[src/logic/wtb_dummy_none.sv]
// Intentionally empty compile unit
`default_nettype none
`default_nettype wire

[src/logic/wtb_pkg.sv]
// Constants, types and register map of the wake-up timer block
// Function
// - Low byte of the second timer live count is readable, read-only.
// - High byte of the second timer live count is readable, read-only.
// - With bit 2 or bit 4 set, timer expiry wakes the system; bit 4 also starts card detection.
// - Control bit 7 shows running; writes change it only with permit set.
// - Control bit 6 is write-only; one permits the running bit update.
// - With bit 5 set, each underflow launches an oscillator trim.
// - With bit 4 set, underflow runs card detection; card sets the card found flag.
// - At the underflow that starts each card detection the countdown restarts with no gap.
// - The second timer period sets the RF field-on probe time.
// - Bit 3 set reloads after zero; with bits 3 and 4 cleared it counts to zero and stops.
// - Every underflow sets the wake timer interrupt flag.
// - With bit 2 set, each underflow wakes the system.
// - Bits 1 to 0 select the oscillator undivided, or by 8, 16, 32.
// - Reload value enters the counter at a start event or at an underflow that restarts.
// - High byte of the wake timer live count is readable, read-only.
// - Low byte of the wake timer live count is readable, read-only.
`default_nettype none
package wtb_pkg;
   localparam int DATA_W = 32;
   localparam int ADDR_W = 8;
   localparam int CNT_W = 16;
   localparam int PRE_W = 5;
   // Register indices; byte address is four times the index
   localparam logic [5:0] IDX_SEC_HI = 6'h21;
   localparam logic [5:0] IDX_SEC_LO = 6'h22;
   localparam logic [5:0] IDX_CTRL = 6'h23;
   localparam logic [5:0] IDX_REL_HI = 6'h24;
   localparam logic [5:0] IDX_REL_LO = 6'h25;
   localparam logic [5:0] IDX_CNT_HI = 6'h26;
   localparam logic [5:0] IDX_CNT_LO = 6'h27;
   localparam logic [5:0] IDX_STATUS = 6'h30;
   // Control and status bit positions
   localparam int BIT_RUN = 7;
   localparam int BIT_PERMIT = 6;
   localparam int BIT_WAKE_FLAG = 0;
   localparam int BIT_CARD_FLAG = 1;
   // Prescaler terminal masks per clock select code
   localparam logic [PRE_W-1:0] PRE_DIV1 = 5'h00;
   localparam logic [PRE_W-1:0] PRE_DIV8 = 5'h07;
   localparam logic [PRE_W-1:0] PRE_DIV16 = 5'h0F;
   localparam logic [PRE_W-1:0] PRE_DIV32 = 5'h1F;
   localparam logic [1:0] SEL_DIV1 = 2'h0;
   localparam logic [1:0] SEL_DIV8 = 2'h1;
   localparam logic [1:0] SEL_DIV16 = 2'h2;
   localparam logic [5:0] CTRL_RESET = 6'h00;
   localparam logic [CNT_W-1:0] CNT_ONE = 16'h0001;
   typedef struct packed {
      logic auto_osc_trim;
      logic auto_card_detect;
      logic wake_auto_reload;
      logic auto_wake_on_underflow;
      logic [1:0] wake_clock_select;
   } wtb_ctrl_s;
   typedef enum logic {WTB_CD_IDLE, WTB_CD_FIELD} wtb_cd_e;
endpackage
`default_nettype wire

[src/logic/wtb_wakeup_timer.sv]
// Wake-up countdown timer with APB registers and card detection sequencing
`default_nettype none
module wtb_wakeup_timer
(
   // Clock and reset
   input wire logic ref_clk,
   input wire logic reset_n,
   // APB slave
   input wire logic psel,
   input wire logic penable,
   input wire logic pwrite,
   input wire logic [wtb_pkg::ADDR_W-1:0] paddr,
   input wire logic [wtb_pkg::DATA_W-1:0] pwdata,
   output logic [wtb_pkg::DATA_W-1:0] prdata,
   output logic pready,
   output logic pslverr,
   // Oscillator and second timer
   input wire logic lfo_tick,
   input wire logic [wtb_pkg::CNT_W-1:0] second_count,
   input wire logic second_timer_underflow,
   input wire logic card_present,
   // System requests
   output logic wake_request,
   output logic trim_start,
   output logic second_timer_start,
   output logic rf_field_on,
   output logic power_down_request,
   output logic wake_timer_irq_flag,
   output logic card_found_flag
);
   // -----------------------------------------------------------
   // Register state
   // -----------------------------------------------------------
   wtb_pkg::wtb_ctrl_s ctrl;
   wtb_pkg::wtb_cd_e cd_state;
   logic wake_timer_active;
   logic [7:0] wake_reload_high;
   logic [7:0] wake_reload_low;
   logic [wtb_pkg::CNT_W-1:0] count;
   logic [wtb_pkg::PRE_W-1:0] pre;

   // -----------------------------------------------------------
   // APB decode
   // -----------------------------------------------------------
   wire logic setup = psel & ~penable;
   wire logic wr = psel & penable & pready & pwrite;
   wire logic [5:0] idx = paddr[wtb_pkg::ADDR_W-1:2];
   wire logic aligned = paddr[1:0] == 2'h0;
   wire logic hit_sec_hi = aligned && idx == wtb_pkg::IDX_SEC_HI;
   wire logic hit_sec_lo = aligned && idx == wtb_pkg::IDX_SEC_LO;
   wire logic hit_ctrl = aligned && idx == wtb_pkg::IDX_CTRL;
   wire logic hit_rel_hi = aligned && idx == wtb_pkg::IDX_REL_HI;
   wire logic hit_rel_lo = aligned && idx == wtb_pkg::IDX_REL_LO;
   wire logic hit_cnt_hi = aligned && idx == wtb_pkg::IDX_CNT_HI;
   wire logic hit_cnt_lo = aligned && idx == wtb_pkg::IDX_CNT_LO;
   wire logic hit_status = aligned && idx == wtb_pkg::IDX_STATUS;
   wire logic mapped = hit_sec_hi | hit_sec_lo | hit_ctrl | hit_rel_hi | hit_rel_lo
      | hit_cnt_hi | hit_cnt_lo | hit_status;
   wire logic wr_ctrl = wr & hit_ctrl;
   wire logic permit = pwdata[wtb_pkg::BIT_PERMIT];
   wire logic start_ev = wr_ctrl & permit & pwdata[wtb_pkg::BIT_RUN];
   wire logic stop_ev = wr_ctrl & permit & ~pwdata[wtb_pkg::BIT_RUN];
   wire logic [wtb_pkg::CNT_W-1:0] wake_reload_value = {wake_reload_high, wake_reload_low};
   wire logic [7:0] ctrl_rd = {wake_timer_active, 1'b0, ctrl};
   wire logic [7:0] status_rd = {6'h00, card_found_flag, wake_timer_irq_flag};

   logic [7:0] rd_byte;
   always_comb
   begin
      if (hit_sec_hi)
         rd_byte = second_count[15:8];
      else if (hit_sec_lo)
         rd_byte = second_count[7:0];
      else if (hit_ctrl)
         rd_byte = ctrl_rd;
      else if (hit_rel_hi)
         rd_byte = wake_reload_high;
      else if (hit_rel_lo)
         rd_byte = wake_reload_low;
      else if (hit_cnt_hi)
         rd_byte = count[15:8];
      else if (hit_cnt_lo)
         rd_byte = count[7:0];
      else if (hit_status)
         rd_byte = status_rd;
      else
         rd_byte = 8'h00;
   end

   // -----------------------------------------------------------
   // Prescaler and countdown
   // -----------------------------------------------------------
   wire logic [wtb_pkg::PRE_W-1:0] pre_mask =
      (ctrl.wake_clock_select == wtb_pkg::SEL_DIV1) ? wtb_pkg::PRE_DIV1 :
      (ctrl.wake_clock_select == wtb_pkg::SEL_DIV8) ? wtb_pkg::PRE_DIV8 :
      (ctrl.wake_clock_select == wtb_pkg::SEL_DIV16) ? wtb_pkg::PRE_DIV16 :
      wtb_pkg::PRE_DIV32;
   wire logic tick = lfo_tick & ((pre & pre_mask) == pre_mask);
   wire logic underflow = wake_timer_active & tick & ~start_ev
      & (count <= wtb_pkg::CNT_ONE);
   wire logic restart = ctrl.wake_auto_reload | ctrl.auto_card_detect;
   wire logic cd_go = underflow & ctrl.auto_card_detect & (cd_state == wtb_pkg::WTB_CD_IDLE);
   wire logic cd_end = (cd_state == wtb_pkg::WTB_CD_FIELD) & second_timer_underflow;
   wire logic wr_status = wr & hit_status;

   logic [wtb_pkg::CNT_W-1:0] next_count;
   logic next_active;
   always_comb
   begin
      next_count = count;
      next_active = wake_timer_active;
      if (start_ev)
      begin
         next_count = wake_reload_value;
         next_active = 1'b1;
      end
      else if (stop_ev)
         next_active = 1'b0;
      else if (underflow)
      begin
         next_count = restart ? wake_reload_value : '0;
         next_active = restart;
      end
      else if (wake_timer_active & tick)
         next_count = count - wtb_pkg::CNT_ONE;
   end

   // -----------------------------------------------------------
   // Registers
   // -----------------------------------------------------------
   always_ff @(posedge ref_clk or negedge reset_n)
   begin
      if (!reset_n)
      begin
         pready <= 1'b0;
         pslverr <= 1'b0;
         prdata <= '0;
      end
      else
      begin
         pready <= setup;
         pslverr <= setup & ~mapped;
         prdata <= setup ? {24'h000000, rd_byte} : '0;
      end
   end

   always_ff @(posedge ref_clk or negedge reset_n)
   begin
      if (!reset_n)
      begin
         ctrl <= wtb_pkg::CTRL_RESET;
         wake_reload_high <= 8'h00;
         wake_reload_low <= 8'h00;
      end
      else
      begin
         if (wr_ctrl)
            ctrl <= pwdata[5:0];
         if (wr & hit_rel_hi)
            wake_reload_high <= pwdata[7:0];
         if (wr & hit_rel_lo)
            wake_reload_low <= pwdata[7:0];
      end
   end

   always_ff @(posedge ref_clk or negedge reset_n)
   begin
      if (!reset_n)
      begin
         count <= '0;
         wake_timer_active <= 1'b0;
         pre <= '0;
      end
      else
      begin
         count <= next_count;
         wake_timer_active <= next_active;
         pre <= start_ev ? '0 : pre + {4'h0, lfo_tick};
      end
   end

   // -----------------------------------------------------------
   // Underflow actions and card detection
   // -----------------------------------------------------------
   always_ff @(posedge ref_clk or negedge reset_n)
   begin
      if (!reset_n)
      begin
         cd_state <= wtb_pkg::WTB_CD_IDLE;
         wake_request <= 1'b0;
         trim_start <= 1'b0;
         second_timer_start <= 1'b0;
         rf_field_on <= 1'b0;
         power_down_request <= 1'b0;
         wake_timer_irq_flag <= 1'b0;
         card_found_flag <= 1'b0;
      end
      else
      begin
         wake_request <= underflow & (ctrl.auto_wake_on_underflow | ctrl.auto_card_detect);
         trim_start <= underflow & ctrl.auto_osc_trim;
         second_timer_start <= cd_go;
         power_down_request <= cd_end & ~card_present & ctrl.auto_wake_on_underflow;
         wake_timer_irq_flag <= underflow
            | (wake_timer_irq_flag & ~(wr_status & pwdata[wtb_pkg::BIT_WAKE_FLAG]));
         card_found_flag <= (cd_end & card_present)
            | (card_found_flag & ~(wr_status & pwdata[wtb_pkg::BIT_CARD_FLAG]));
         case (cd_state)
            wtb_pkg::WTB_CD_IDLE:
               if (cd_go)
               begin
                  cd_state <= wtb_pkg::WTB_CD_FIELD;
                  rf_field_on <= 1'b1;
               end
            wtb_pkg::WTB_CD_FIELD:
               if (second_timer_underflow)
               begin
                  cd_state <= wtb_pkg::WTB_CD_IDLE;
                  rf_field_on <= 1'b0;
               end
            default:
               cd_state <= wtb_pkg::WTB_CD_IDLE;
         endcase
      end
   end

   // -----------------------------------------------------------
   // Assertions
   // -----------------------------------------------------------
   localparam logic [wtb_pkg::CNT_W-1:0] CNT1 = wtb_pkg::CNT_ONE;
endmodule
`default_nettype wire

[config.mk]
export PLATFORM = sky130hd
export DESIGN_NAME = wtb_wakeup_timer
export DESIGN_NICKNAME = d
export VERILOG_FILES = /design/src/logic/wtb_dummy_none.sv /design/src/logic/wtb_pkg.sv /design/src/logic/wtb_wakeup_timer.sv
export SDC_FILE = /design/constraint.sdc
export NUM_CORES = 1
export LEC_CHECK = 0
export BUFFER_PORTS_ARGS = -buffer_cell sky130_fd_sc_hd__buf_2
export CAP_MARGIN = 20
export CORE_ASPECT_RATIO = 0.9
export CORE_MARGIN = 1
export CORE_UTILIZATION = 56
export DETAILED_ROUTE_END_ITERATION = 16
export PLACE_DENSITY = 0.84
export SYNTH_ARGS = -nofsm -noshare
export SYNTH_HDL_FRONTEND = slang
export SYNTH_SLANG_ARGS = --single-unit
[constraint.sdc]
create_clock -name ref_clk -period 5.19 [get_ports ref_clk]
set_input_delay 0.7785 -clock ref_clk [delete_from_list [all_inputs] [get_ports ref_clk]]
set_output_delay 0.7785 -clock ref_clk [all_outputs]
set_load 0.01 [all_outputs]
# After elaboration in Yosys (flattened, before gate mapping)
# Cells that the tools add are included.
[word_totals]
output_inout_bits = 41
in_bits = 64
word_cells = 127
reg_bits = 62
[classes]
n_mux = 27
bitwise_logic = 48
reduce_logical = 14
addsub = 2
eq_ne = 14
order_cmp = 1
[op_table]
columns = ["op", "count"]
rows = [
  ["$mux 16", 5],
  ["$mux 8", 8],
  ["$eq 6x6->1 const B", 8],
  ["$and 1x1->1", 28],
  ["$mux 5", 4],
  ["$le 16x1->1 const B", 1],
  ["$sub 16x1->16 const B", 1],
  ["$or 1x1->1", 11],
  ["$logic_and 1x1->1", 8],
  ["$not 1->1", 8],
  ["$mux 1", 7],
  ["$ne 2x2->1 const B", 3],
  ["$reduce_bool 3->1", 2],
  ["$add 5x1->5", 1],
  ["$and 5x5->5", 1],
  ["$eq 5x5->1", 1],
  ["$logic_not 2->1", 2],
  ["$pmux 1 s2", 2],
  ["$reduce_and 2->1", 2],
  ["$eq 2x1->1 const B", 1],
  ["$eq 2x2->1 const B", 1],
  ["$mux 2", 1],
]

# Depth between registers and ports, before layout
[logic_depth]
depth_word = 14
depth_mapped = 10
ltp_nobuf = 8

# Worst setup path before layout
# Ideal clock, no wire load.
[synth_timing]
path_kind = "input-to-reg"
start = "input port paddr[1] (netlist name)"
end = "register count[15] (netlist name)"
setup_ns = 0.126
required_ns = 5.064
path_buffers = 1
arrival_time_ns = 2.372
stages = 6
slack_ns = 2.692
cell_sequence = "or4b_4 > nor4b_4 > nand3b_1 > buf_6 > nor2_1 > a221o_1"
[synth_between]
elab_chain_cells = 11
word_cells_on_any_way = 15
cone_classes = "1 x eq/ne; 3 x mux; 7 x bitwise; 4 x reduce/logical"
[synth_lines]
columns = ["item", "line", "rtl"]
rows = [
  ["start: declaration", "wtb_wakeup_timer.sv:12", "input wire logic [wtb_pkg::ADDR_W-1:0] paddr,"],
  ["$logic_not 2->1 (*)", "wtb_wakeup_timer.sv:48", "wire logic aligned = paddr[1:0] == 2'h0;"],
  ["$logic_and 1x1->1 (*)", "wtb_wakeup_timer.sv:51", "wire logic hit_ctrl = aligned && idx == wtb_pkg::IDX_CTRL;"],
  ["$and 1x1->1 (*)", "wtb_wakeup_timer.sv:59", "wire logic wr_ctrl = wr & hit_ctrl;"],
  ["$and 1x1->1 (*)", "wtb_wakeup_timer.sv:61, wtb_wakeup_timer.sv:62", ""],
  ["$and 1x1->1", "wtb_wakeup_timer.sv:61", "wire logic start_ev = wr_ctrl & permit & pwdata[wtb_pkg::BIT_RUN];"],
  ["$not 1->1", "wtb_wakeup_timer.sv:99", "wire logic underflow = wake_timer_active & tick & ~start_ev"],
  ["$and 1x1->1", "wtb_wakeup_timer.sv:99", ""],
  ["$and 1x1->1", "wtb_wakeup_timer.sv:100", "& (count <= wtb_pkg::CNT_ONE);"],
  ["$mux 16", "wtb_wakeup_timer.sv:119", "else if (underflow)"],
  ["$mux 16", "wtb_wakeup_timer.sv:117", "else if (stop_ev)"],
  ["$mux 16", "wtb_wakeup_timer.sv:112", "if (start_ev)"],
  ["end signal: assignment", "wtb_wakeup_timer.sv:176", "count <= next_count;"],
  ["end: declaration", "wtb_wakeup_timer.sv:39", "logic [wtb_pkg::CNT_W-1:0] count;"],
]
# Mark *: on every way between the ends. The rest lies on a longest branch, timed or not. The select of a mux whose other input is x is not followed.
# A chain may end at the register's enable or synchronous reset.

# Worst setup path in the final report
# Ends and elaborated chain as after synthesis.

==> metrics.txt <==
status finished, final reports clean; type of the worst setup path primary input to flip-flop; fmax 0.366 GHz; Reg2Reg Depth 5; Cell Area, Synth 3660 µm²; Syn Area/Cell 9.68 µm²; routed wire length 9850 µm; Top Ports 105; CTS Buf Count 9; FFs w/ async S/R, synth 100%; Power Density 264 nW/µm²; critical path peak fanout 11; fin. max-slew vios 0; Total Routing Usage GR 30.7%; setup_tns 0 ps; dpl cell area 3900 µm²; hold path endpoint count[11]; Hold Path Origin wake_reload_high[3]; vias in the first global route 3092; DRT Pass-1 Iters 7; final instance area 4100 µm²; global route overflow 0; met2 routed WL 4680 µm; VDD IR max 0.000222 V; CTS Hold Bufs 0; fin cells 523; placer congestion estimate 0.932; via count 3271; Max-cap violations 0; ANT nets after route 0; largest net degree at the start of global routing 63; Pleak 0.00193 µW; CTS tree yes; initial antenna violation count 0; Placed Cells 507; share of cells above drive strength 1 25.2%; area delta synth->final 12.1%; Least-Margin Pin Slew 783 ps; Rows 27; Seq cells post-synth 62; clk sinks 62; Hold Path Depth 2; CP Data Required Time 5410 ps; Starting Density 58.9%; Setup Skew 6.41 ps; Reg clk slew, reported paths 80 ps; Worst EP arrival 2960 ps; cell count after synthesis 378; H-tree levels 3; Hold WS 506 ps; core area 6220 µm²; final hold vios 0; setup slack, reg-to-reg 2610 ps; Slew HR 47.8%; r2r startpoint count[7]; first-pass GRT wire length 15900 µm; Period minus WS final 2730 ps; Final period util 52.6%; FF-to-FF End count[15]; number of synthesized flops with an enable pin 0; Initial DRC Count 413; Die Ht 78.7 µm; # nets final 499; diodes inserted 0; WL per Instance 18.8 µm; filler instances 516; Hold/Removal Path Class flip-flop to flip-flop; post-synthesis sequential area ratio 42.4%; Root Buffer clkbuf_8; setup violators final 0; met3 WL 870 µm; Ys Warns 0; Synth Flop Type dfrtp_1; Setup Fix Bufs, Post-CTS 0; DP Wirelength 7240 µm; critical path launch point type primary input; via/cell ratio 6.25; Worst-Skew Late Latency 340 ps; crit path capture type flip-flop; Cell variety after synth 64; clock buffer depth 2; Die ar. 6860 µm²; RSZ-0062 raised after global routing no; Post-Route M1 WL 4080 µm; highest metal used met4; Port Buffer Count 56; post_cts resized 0; DRC 0; die span in x 87.2 µm
==> power by group <==
group / total (µW) / internal (µW) / switching (µW)
Combinational: 112 / 46.2 / 66.0
Clock: 441 / 227 / 214
Sequential: 529 / 506 / 23.5
Total: 1080 / 780 / 303
==> cell usage in the layout (no fill, tap or decap), types with 3 or more instances in the layout <==
cell      instances
a211oi_1          3
a21oi_1          19
a221o_1           3
a22oi_1           3
a31oi_1           5
a32oi_1           4
and2_1            5
and3_1            4
buf_2            56
clkbuf_8          9
conb_1           24
dfrtp_1          62
ha_1              4
inv_1             7
inv_6             3
mux2_2           21
mux2i_1           5
mux4_2            4
nand2_1          42
nand3_1          18
nor2_1           28
nor2b_1           3
nor3_1           14
nor4_1            4
nor4b_1           3
o211ai_1          3
o21ai_0          24
o22ai_1           3
==> area by class of cell <==
cell class	count	area, µm²	area share, %
multi-input combinational	293	1920	46.7
sequential	62	1550	37.8
timing repair buffer	58	295	7.20
clock buffer	9	124	3.02
tap	87	109	2.65
clock inverter	7	80.1	1.95
inverter	7	26.3	0.640
==> state kept, by name (all words and copies together) (netlist names) <==
signal,count
prdata,8
rf_field_on,1
pre,5
second_timer_start,1
ctrl,6
wake_request,1
wake_timer_irq_flag,1
card_found_flag,1
cd_state,1
wake_reload_high,8
trim_start,1
count,16
pready,1
power_down_request,1
wake_reload_low,8
pslverr,1
wake_timer_active,1
==> synthesized netlist by cell type (all sizes together) (6+ instances only) <==
master | n | share of area, %
clkbuf | 7 | 0.72
mux2 | 21 | 6.5
inv | 7 | 0.72
nand2 | 42 | 4.3
nand3 | 19 | 2.7
nor3 | 15 | 2.2
nor2 | 30 | 3.5
o21ai | 25 | 3.7
buf | 32 | 6.2
and2 | 6 | 1.0
a21oi | 19 | 2.6
dfrtp | 62 | 42
==> worst max path at each step <==
stage,startpoint,endpoint
after floorplan,paddr[1],count[15]
after global placement,paddr[1],count[15]
after detailed placement,paddr[1],count[15]
after CTS,paddr[1],count[10]
after global routing,paddr[1],count[10]
final,paddr[1],count[15]
==> worst max-delay path: stages <==
cell      delay (ps)
buf_2            110
or4b_4           590
nor4b_4          400
nand3b_1         490
nor2_1           200
a221o_1          390
==> routing by layer <==
layer | track usage (%) | up-vias
li1 | - | 1447
met1 | 44.1 | 1579
met2 | 46.4 | 214
met3 | 6.86 | 31
met4 | 9.84 | 0
met5 | 0 | -
==> through the flow <==
step           util [%]  power (µW)  worst slack, ps
4_1_cts            66.0        1090             2500
5_1_grt            66.0        1120             2340
3_3_place_gp       62.7         642             2140
3_5_place_dp       62.7         650             2150
6_report           66.0        1080             2460
2_1_floorplan         -         614             2690
==> kinds of logic (layout without fill, tap and decap cells) <==
group                      Yosys count  after routing  synth area share (%)
muxes                               31             31                  11.0
adders and majority gates            4              4                  1.37
other                                1             24                 0.102
and+or+nand+nor                    150            150                  22.5
DFF                                 62             62                  42.4
xor gates and xnor gates             4              4                 0.957
AOI/OAI and AO/OA                   80             80                  14.1
buffers and inverters               46             81                  7.59
Power figures use the tool's default switching activity.
